**src/verilog/radb_top_note_unused.sv**
```systemverilog
// Purpose: holds no logic; the slice is radb_top with radb_debounce_timer
// Assumes: nothing
// Notes: left without a module so that the design keeps two modules

```
**src/common/radb_pkg.sv**
```systemverilog
// Purpose: shared constants and carrier types for the right AGC debounce slice
// Assumes: registers are reached through an already decoded control-bus access
// Notes: all debounce counts are in sample periods of the converter sample clock
package radb_pkg;

    // ----------------------------------------------------------------
    // Register map, page zero
    // ----------------------------------------------------------------
    localparam logic [7:0] RADB_PAGE_ZERO = 8'h00;
    localparam logic [6:0] RADB_OFF_NOISE_DEB = 7'h63;
    localparam logic [6:0] RADB_OFF_SIGNAL_DEB = 7'h64;
    localparam logic [6:0] RADB_OFF_GAIN_STAT = 7'h65;
    localparam logic [6:0] RADB_OFF_RSVD_FIRST = 7'h66;
    localparam logic [6:0] RADB_OFF_RSVD_LAST = 7'h7F;

    // ----------------------------------------------------------------
    // Field layouts and reset values
    // ----------------------------------------------------------------
    localparam int RADB_NOISE_CODE_W = 5;
    localparam int RADB_SIGNAL_CODE_W = 4;
    localparam logic [4:0] RADB_NOISE_CODE_RST = 5'h00;
    localparam logic [3:0] RADB_SIGNAL_CODE_RST = 4'h0;
    localparam logic [7:0] RADB_GAIN_STAT_RST = 8'h00;
    localparam logic [4:0] RADB_THRESH_OFF = 5'h00;

    // ----------------------------------------------------------------
    // Timing counts in sample periods
    // ----------------------------------------------------------------
    localparam int RADB_CNT_W = 17;
    localparam int RADB_NOISE_UNIT_SHIFT = 12;
    localparam int RADB_SIGNAL_UNIT_SHIFT = 11;
    localparam logic [4:0] RADB_NOISE_LONG_BASE = 5'h0A;
    localparam logic [4:0] RADB_NOISE_LONG_OFS = 5'h0A;
    localparam logic [4:0] RADB_NOISE_MIN_UNITS = 5'h02;
    localparam logic [3:0] RADB_SIGNAL_LONG_BASE = 4'hA;
    localparam logic [3:0] RADB_SIGNAL_LONG_OFS = 4'h8;

    // Gain status limits, half-dB steps, two's complement
    localparam logic [7:0] RADB_GAIN_MAX = 8'h50;
    localparam logic [7:0] RADB_GAIN_MIN = 8'hE8;

    // ----------------------------------------------------------------
    // Carrier types
    // ----------------------------------------------------------------
    typedef struct packed {
        logic       wr_en;
        logic       rd_en;
        logic [7:0] page;
        logic [6:0] addr;
        logic [7:0] wdata;
    } radb_req_t;

    typedef enum logic {
        RADB_ST_SIGNAL,
        RADB_ST_NOISE
    } radb_state_t;

endpackage

```
**src/verilog/radb_debounce_timer.sv**
```systemverilog
// Purpose: counts sample periods while a condition holds
// Assumes: i_tick is a one-cycle sample enable on i_mclk
// Notes: count restarts whenever the condition drops
`timescale 1ns/1ps
module radb_debounce_timer #(
    parameter int CNT_W = 17
) (
    input wire logic i_mclk,
    input wire logic i_srst,
    input wire logic i_run,
    input wire logic i_tick,
    input wire logic [CNT_W-1:0] i_target,
    output logic o_done
);

    logic [CNT_W-1:0] cnt_reg;

    // Saturating count of sample periods
    always_ff @(posedge i_mclk) begin
        if (i_srst || !i_run) begin
            cnt_reg <= '0;
        end else if (i_tick && (cnt_reg < i_target)) begin
            cnt_reg <= cnt_reg + 1'b1;
        end
    end

    // Done once the held time reaches the target
    assign o_done = i_run && (cnt_reg >= i_target);

endmodule

```
**src/verilog/radb_top.sv**
```systemverilog
// Purpose: right AGC noise and signal debounce settings and gain status
// Assumes: control-bus accesses arrive decoded, one per cycle, with page
// Notes: noise mode decision lives here; the gain loop is outside
//
// Function
// RULE1: Noise debounce is 5 bits; code 0 is none, codes 1 to 4 give 4, 8, 16, 32 periods.
// RULE2: Noise debounce code 7 gives 256 periods and code 10 gives twice 4096 periods.
// RULE3: Noise debounce codes 30 and 31 give 20 and 21 units of 4096 periods.
// RULE4: Signal debounce is 4 bits; code 0 is none, codes 1 to 4 give 4, 8, 16, 32 periods.
// RULE5: Signal debounce code 8 gives 1024 periods and code 9 gives 2048 periods.
// RULE6: Signal debounce code 13 gives five units of 2048, longer codes more units.
// RULE7: Gain status reports applied gain in half-dB steps, 0x50 meaning 40 dB.
// RULE8: Negative gains read in two's complement, 0xE8 meaning -12 dB.
// RULE9: Gain status is read-only, resets to zero, and ignores host writes.
// RULE10: Host writes reserved upper debounce bits only as zero.
// RULE11: Host never writes page zero locations 102 to 127.
// RULE12: A zero noise threshold turns detection off, so noise debounce does nothing.
// RULE13: Host selects page zero before touching these registers.
// RULE14: Noise mode is entered after the noise debounce time and left after the signal one.
`timescale 1ns/1ps
module radb_top (
    input wire logic i_mclk,
    input wire logic i_srst,
    input wire radb_pkg::radb_req_t i_req,
    input wire logic i_fs_tick,
    input wire logic i_below_thresh,
    input wire logic [4:0] i_noise_thresh,
    input wire logic [7:0] i_gain_applied,
    output logic [7:0] o_rd_data,
    output logic o_rd_valid,
    output logic o_noise_mode
);

    // ----------------------------------------------------------------
    // Decode functions
    // ----------------------------------------------------------------

    // Noise code to sample periods
    function automatic logic [16:0] noise_periods(input logic [4:0] code);
        logic [4:0] units;
        units = 5'h00;
        case (code)
            5'h00: noise_periods = 17'h0_0000;
            5'h01: noise_periods = 17'h0_0004;
            5'h02: noise_periods = 17'h0_0008;
            5'h03: noise_periods = 17'h0_0010;
            5'h04: noise_periods = 17'h0_0020;
            5'h05: noise_periods = 17'h0_0040;
            5'h06: noise_periods = 17'h0_0080;
            5'h07: noise_periods = 17'h0_0100;
            5'h08: noise_periods = 17'h0_0400;
            5'h09: noise_periods = 17'h0_0800;
            default: begin
                units = code - radb_pkg::RADB_NOISE_LONG_OFS;
                if (units < radb_pkg::RADB_NOISE_MIN_UNITS) begin
                    units = radb_pkg::RADB_NOISE_MIN_UNITS;
                end
                noise_periods = {units, 12'h000};
            end
        endcase
    endfunction

    // Signal code to sample periods
    function automatic logic [16:0] signal_periods(input logic [3:0] code);
        logic [3:0] units;
        units = 4'h0;
        case (code)
            4'h0: signal_periods = 17'h0_0000;
            4'h1: signal_periods = 17'h0_0004;
            4'h2: signal_periods = 17'h0_0008;
            4'h3: signal_periods = 17'h0_0010;
            4'h4: signal_periods = 17'h0_0020;
            4'h5: signal_periods = 17'h0_0040;
            4'h6: signal_periods = 17'h0_0080;
            4'h7: signal_periods = 17'h0_0200;
            4'h8: signal_periods = 17'h0_0400;
            4'h9: signal_periods = 17'h0_0800;
            default: begin
                units = code - radb_pkg::RADB_SIGNAL_LONG_OFS;
                signal_periods = {2'b00, units[2:0], 11'h000, 1'b0} >> 1;
            end
        endcase
    endfunction

    // Gain clamped to the reportable range
    function automatic logic [7:0] clamp_gain(input logic [7:0] g);
        if ($signed(g) > $signed(radb_pkg::RADB_GAIN_MAX)) begin
            clamp_gain = radb_pkg::RADB_GAIN_MAX;
        end else if ($signed(g) < $signed(radb_pkg::RADB_GAIN_MIN)) begin
            clamp_gain = radb_pkg::RADB_GAIN_MIN;
        end else begin
            clamp_gain = g;
        end
    endfunction

    // ----------------------------------------------------------------
    // Register file
    // ----------------------------------------------------------------
    logic [4:0] noise_code_reg;
    logic [3:0] signal_code_reg;
    logic [7:0] gain_stat_reg;
    logic page_ok;
    logic slice_hit;
    logic [7:0] rd_mux;

    assign page_ok = (i_req.page == radb_pkg::RADB_PAGE_ZERO);
    assign slice_hit = page_ok && (i_req.addr >= radb_pkg::RADB_OFF_NOISE_DEB);

    // RULE1 noise field store
    // Only low five bits are writable; reserved bits stay zero
    always_ff @(posedge i_mclk) begin
        if (i_srst) begin
            noise_code_reg <= radb_pkg::RADB_NOISE_CODE_RST;
        end else if (i_req.wr_en && page_ok && (i_req.addr == radb_pkg::RADB_OFF_NOISE_DEB)) begin
            noise_code_reg <= i_req.wdata[4:0];
        end
    end

    // RULE4 signal field store
    always_ff @(posedge i_mclk) begin
        if (i_srst) begin
            signal_code_reg <= radb_pkg::RADB_SIGNAL_CODE_RST;
        end else if (i_req.wr_en && page_ok && (i_req.addr == radb_pkg::RADB_OFF_SIGNAL_DEB)) begin
            signal_code_reg <= i_req.wdata[3:0];
        end
    end

    // RULE9 status ignores writes
    // RULE8 clamped signed gain
    always_ff @(posedge i_mclk) begin
        if (i_srst) begin
            gain_stat_reg <= radb_pkg::RADB_GAIN_STAT_RST;
        end else begin
            gain_stat_reg <= clamp_gain(i_gain_applied);
        end
    end

    // RULE7 read back of status
    always_comb begin
        rd_mux = 8'h00;
        case (i_req.addr)
            radb_pkg::RADB_OFF_NOISE_DEB: rd_mux = {3'b000, noise_code_reg};
            radb_pkg::RADB_OFF_SIGNAL_DEB: rd_mux = {4'h0, signal_code_reg};
            radb_pkg::RADB_OFF_GAIN_STAT: rd_mux = gain_stat_reg;
            default: rd_mux = 8'h00;
        endcase
    end

    // Registered read answer, one cycle after the request
    always_ff @(posedge i_mclk) begin
        if (i_srst) begin
            o_rd_data <= 8'h00;
            o_rd_valid <= 1'b0;
        end else begin
            o_rd_valid <= i_req.rd_en && slice_hit;
            if (i_req.rd_en && slice_hit) begin
                o_rd_data <= rd_mux;
            end
        end
    end

    // ----------------------------------------------------------------
    // Noise mode decision
    // ----------------------------------------------------------------
    radb_pkg::radb_state_t state_reg;
    logic detect_en;
    logic noise_run;
    logic signal_run;
    logic noise_done;
    logic signal_done;
    logic [16:0] noise_target;
    logic [16:0] signal_target;

    // RULE12 threshold zero disables
    assign detect_en = (i_noise_thresh != radb_pkg::RADB_THRESH_OFF);
    // RULE2 RULE3 noise decode
    assign noise_target = noise_periods(noise_code_reg);
    // RULE5 RULE6 signal decode
    assign signal_target = signal_periods(signal_code_reg);
    assign noise_run = detect_en && (state_reg == radb_pkg::RADB_ST_SIGNAL) && i_below_thresh;
    assign signal_run = detect_en && (state_reg == radb_pkg::RADB_ST_NOISE) && !i_below_thresh;

    radb_debounce_timer #(.CNT_W(radb_pkg::RADB_CNT_W)) u_noise_tmr (
        .i_mclk(i_mclk),
        .i_srst(i_srst),
        .i_run(noise_run),
        .i_tick(i_fs_tick),
        .i_target(noise_target),
        .o_done(noise_done)
    );

    radb_debounce_timer #(.CNT_W(radb_pkg::RADB_CNT_W)) u_signal_tmr (
        .i_mclk(i_mclk),
        .i_srst(i_srst),
        .i_run(signal_run),
        .i_tick(i_fs_tick),
        .i_target(signal_target),
        .o_done(signal_done)
    );

    // RULE14 debounced mode changes
    always_ff @(posedge i_mclk) begin
        if (i_srst || !detect_en) begin
            state_reg <= radb_pkg::RADB_ST_SIGNAL;
        end else begin
            case (state_reg)
                radb_pkg::RADB_ST_SIGNAL: begin
                    if (noise_done) begin
                        state_reg <= radb_pkg::RADB_ST_NOISE;
                    end
                end
                radb_pkg::RADB_ST_NOISE: begin
                    if (signal_done) begin
                        state_reg <= radb_pkg::RADB_ST_SIGNAL;
                    end
                end
                default: state_reg <= radb_pkg::RADB_ST_SIGNAL;
            endcase
        end
    end

    assign o_noise_mode = (state_reg == radb_pkg::RADB_ST_NOISE);
endmodule

```
**config.mk**
```make
export PLATFORM = sky130hd
export DESIGN_NAME = radb_top
export DESIGN_NICKNAME = d
export VERILOG_FILES = /design/src/verilog/radb_top_note_unused.sv /design/src/common/radb_pkg.sv /design/src/verilog/radb_debounce_timer.sv /design/src/verilog/radb_top.sv
export SDC_FILE = /design/constraint.sdc
export NUM_CORES = 1
export LEC_CHECK = 0
export BUFFER_PORTS_ARGS = -buffer_cell sky130_fd_sc_hd__buf_2
export CELL_PAD_IN_SITES_DETAIL_PLACEMENT = 0
export CELL_PAD_IN_SITES_GLOBAL_PLACEMENT = 1
export CORE_MARGIN = 3
export CORE_UTILIZATION = 46
export CTS_CLUSTER_DIAMETER = 120
export DETAILED_ROUTE_END_ITERATION = 12
export GPL_TIMING_DRIVEN = 0
export PLACE_DENSITY_LB_ADDON = 0.1
export SLEW_MARGIN = 30
export SYNTH_ARGS = -nofsm -noshare
export SYNTH_HDL_FRONTEND = slang
export SYNTH_SLANG_ARGS = --single-unit
```
**constraint.sdc**
```tcl
create_clock -name i_mclk -period 6.9 [get_ports i_mclk]
set_input_delay 0.69 -clock i_mclk [delete_from_list [all_inputs] [get_ports i_mclk]]
set_output_delay 0.69 -clock i_mclk [all_outputs]
set_load 0.01 [all_outputs]
```
==> metrics.md <==
| Metric | Value |
|---|---|
| Outcome | `complete, no violations` |
| Worst R2R Setup Slack | `3.27 ns` |
| Hold Violations, Final | `0` |
| Library cells used by synthesis | `50` |
| Fin cells | `just over 600` |
| Area grow syn2layout | `15.6%` |
| Placed cell count | `just under 600` |
| Synth async-reset ratio | `0%` |
| EDFF count, synth | `0` |
| Worst Reg2Reg Path Length in Cells | `13` |
| Die area | `between 8000 and 9000 µm²` |
| Power Density | `roughly 170 nW/µm²` |
| Worst Path Max Fanout | `10` |
| Fin Setup TNS | `0 ns` |
| Syn Inst Count | `~440` |
| Int Power | `544 µW` |
| Sequential share of power | `50.0%` |
| Initial DRC Count | `between 150 and 200` |
| Core Footprint | `about 7400 µm²` |
| Dominant cell type by area after synthesis | `dfxtp_1` |
| Vias per inst | `about 5.5` |
| Slew of the pin with the lowest slew margin | `0.993 ns` |
| Total CTS buffers | `9` |
| Die height | `between 90 and 100 µm` |
| Global-route congestion overflow total | `0` |
| Worst-path cell chain | `inv_1 -> ha_1 -> nand2b_1 -> o21ai_0 -> a311o_1 -> ha_1 -> a21oi_1 -> o21ai_0 -> a2111oi_2 -> clkbuf_1 -> nand4_1 -> xor2_1 -> nor2_1` |
| Vias in the first global route | `~3000` |
| Yosys top cell area share | `33.7%` |
| Post-synth net total | `~500` |
| Antenna-violating nets left | `0` |
| Final Wtd Congestion | `about 0.82` |
| TritonCTS clock tree | `built` |
| Switching Power | `168 µW` |
| Hold endpoint | `o_rd_data[0]` |
| CP startpoint kind | `register` |
| Total of max-cap violations | `0` |
| Initial antenna violation count | `0` |
| CP bufs+invs | `2` |
| Overall Global Routing Usage | `20.2%` |
| CTS max path bufs | `2` |
| Post-CTS sizing | `0` |
| CTS Hold Buffers Added | `0` |
| Maximum vdd drop | `0.101 mV` |
| Tcrit/Tclk final | `52.7%` |
| Comb pwr share | `under 10%` |
| Worst r2r src | `noise_code_reg[1]` |
| Post-DP Area | `3990 µm²` |
| Setup Viol. Count Final | `0` |
| H-Tree Depth | `3` |
| Clock Power Share | `between 40% and 50%` |
| Leak Pwr | `around 0.0016 µW` |
| Worst path max stage delay | `~0.65 ns` |
| Yosys reg bits | `around 60` |
| # DRC | `0` |
| Max Fclk | `275 MHz` |
| CP required | `roughly 7.1 ns` |
| DRT Pass-1 Iters | `7` |
| Clock Skews | `roughly 0.011 ns` |
| Clock Latency Late Sink | `between 0.3 and 0.4 ns` |
| Clock slew seen by the registers of the worst setup and hold paths | `roughly 0.08 ns` |
| Final min period | `about 3.6 ns` |
| Top FF cell, synth | `dfxtp_1` |
| Initial Util | `between 40% and 50%` |
| Global-route wire length before repair | `~14000 µm` |
| Hold Path Class | `register to register` |
| Slew headroom | `between 30% and 40%` |
| Final WL | `8470 µm` |
| Mapped Area | `between 3000 and 4000 µm²` |
| Top area cells in the synthesized netlist | `dfxtp_1 (34%), ha_1 (11%), nor2_1 (4.7%)` |
| I/O Pins | `52` |
| RSZ-0062 raised after global routing | `false` |
| Pin count of the biggest net entering global routing | `12` |
| Num rows | `31` |
| Sequential area share after synthesis | `33.7%` |
| Reg2Reg Capture Point | `u_noise_tmr.cnt_reg[16]` |
| Antenna Cells | `0` |
| CTS root buffer | `clkbuf_8` |
| Post-detail-place hpwl | `6610 µm` |
| Port Buffers | `48` |
| Post-CTS Setup Inserts | `0` |
| Crit. End Element | `register` |
| Slew Limit Fails | `0` |
| Slowest cell on crit path | `a2111oi_2` |
| Vias | `3334` |
| Most frequent cell after synthesis | `dfxtp_1` |
| Post-synth top cells | `dfxtp_1 (61), nor2_1 (45), nand2_1 (41)` |
| Delay-heaviest family, CP | `compound AO/OA/AOI/OAI gates` |
| Nets | `approximately 570` |
| WHS Path Cells | `2` |
| WP data arrival | `between 3 and 4 ns` |
| Clock Sinks | `61` |
| WL per Instance | `between 10 and 15 µm` |
| Switching share of power | `a little under a quarter` |
| Die width | `94.8 µm` |
| Layout cells sized above 1 | `between 10 and 15%` |
| Syn Area/Cell | `roughly 8 µm²` |
| Design area | `between 4000 and 5000 µm²` |
| Hold wc startpoint | `o_rd_data[0]` |
| Crit Path Class | `register to register` |
| Synthesis Warnings | `0` |
layer usage:
layer  track usage, %  part of all wire (%)  vias to the layer above
met5                0                     0                        -
met4             6.61                   1.1                        0
met3             4.86                   3.9                        7
met2             32.4                    47                       60
met1             26.8                    48                     1536
li1                 -                     -                     1731
cells in the final DEF (no fill, tap or decap), types with 5 or more instances in the layout:
cell | netlist | final
nor2b_1 | 7 | 7
and2_1 | 10 | 10
o211ai_1 | 8 | 8
clkbuf_8 | 0 | 10
buf_2 | 2 | 50
inv_1 | 13 | 13
or3_1 | 6 | 6
o31ai_1 | 5 | 5
nand3b_1 | 5 | 5
a21oi_1 | 27 | 27
nand3_1 | 21 | 21
nor2_1 | 45 | 45
nand4_1 | 17 | 17
nor3_1 | 8 | 8
and3_1 | 9 | 9
ha_1 | 32 | 32
nand2b_1 | 9 | 9
o21ai_0 | 14 | 14
xor2_1 | 10 | 10
mux2i_1 | 10 | 10
nand2_1 | 41 | 41
or4_1 | 12 | 12
dfxtp_1 | 61 | 61
clkbuf_1 | 19 | 19
area by class of cell:
| class | count | area (µm²) |
|---|---|---|
| fillers | 740 | 3260 |
| multi-input cells | 345 | 2270 |
| flip-flops and latches | 61 | 1220 |
| repair buffers | 48 | 240 |
| clock buffers | 10 | 138 |
| well taps | 99 | 124 |
| plain buffers | 22 | 85.1 |
| clock inverters | 6 | 62.6 |
| inverters | 13 | 48.8 |
worst max path at each step:
stage,end,depth (start not counted),slack [ns],start
finish,u_noise_tmr.cnt_reg[16],13,3.27,noise_code_reg[1]
global route,u_noise_tmr.cnt_reg[16],13,2.86,noise_code_reg[1]
CTS,u_noise_tmr.cnt_reg[16],13,3.29,noise_code_reg[1]
detailed placement,u_noise_tmr.cnt_reg[16],13,3.33,noise_code_reg[1]
global placement,u_noise_tmr.cnt_reg[9],13,3.37,noise_code_reg[1]
floorplan,u_noise_tmr.cnt_reg[9],13,3.90,noise_code_reg[2]
through the flow:
step | power (µW) | hold WS (ns) | util, % | setup slack, ns
2_1_floorplan | 378 | 0.433 | - | 3.90
3_3_place_gp | 396 | 0.440 | 53.5 | 3.37
3_5_place_dp | 396 | 0.445 | 53.5 | 3.33
4_1_cts | 721 | 0.456 | 56.2 | 3.29
5_1_grt | 741 | 0.475 | 56.2 | 2.86
6_report | 712 | 0.452 | 56.2 | 3.27
logic make-up after synthesis:
kind of cell	share of synthesized area, %
buf+inv	3.69
xor+xnor	3.38
simple gates	30.1
fa+ha+maj	11.0
compound gates	15.3
flops	33.7
mux	2.76
power groups by stage:
stage                     registers, µW  clock network (µW)  logic [µW]
final                               356                 325        31.2
after CTS                           356                 333        31.5
after detailed placement            365                   0        31.2
after global routing                357                 349        35.4
after floorplan                     364                   0        13.2
after global placement              365                   0        31.2
worst min-delay path, delay by kind of cell, from the launching register on:
kind / cells / cell delay [ns]
compound gates: 1 / 0.05
flops: 1 / 0.31
simple gates: 1 / 0.05
No activity file was read; power rests on OpenSTA's default activity.
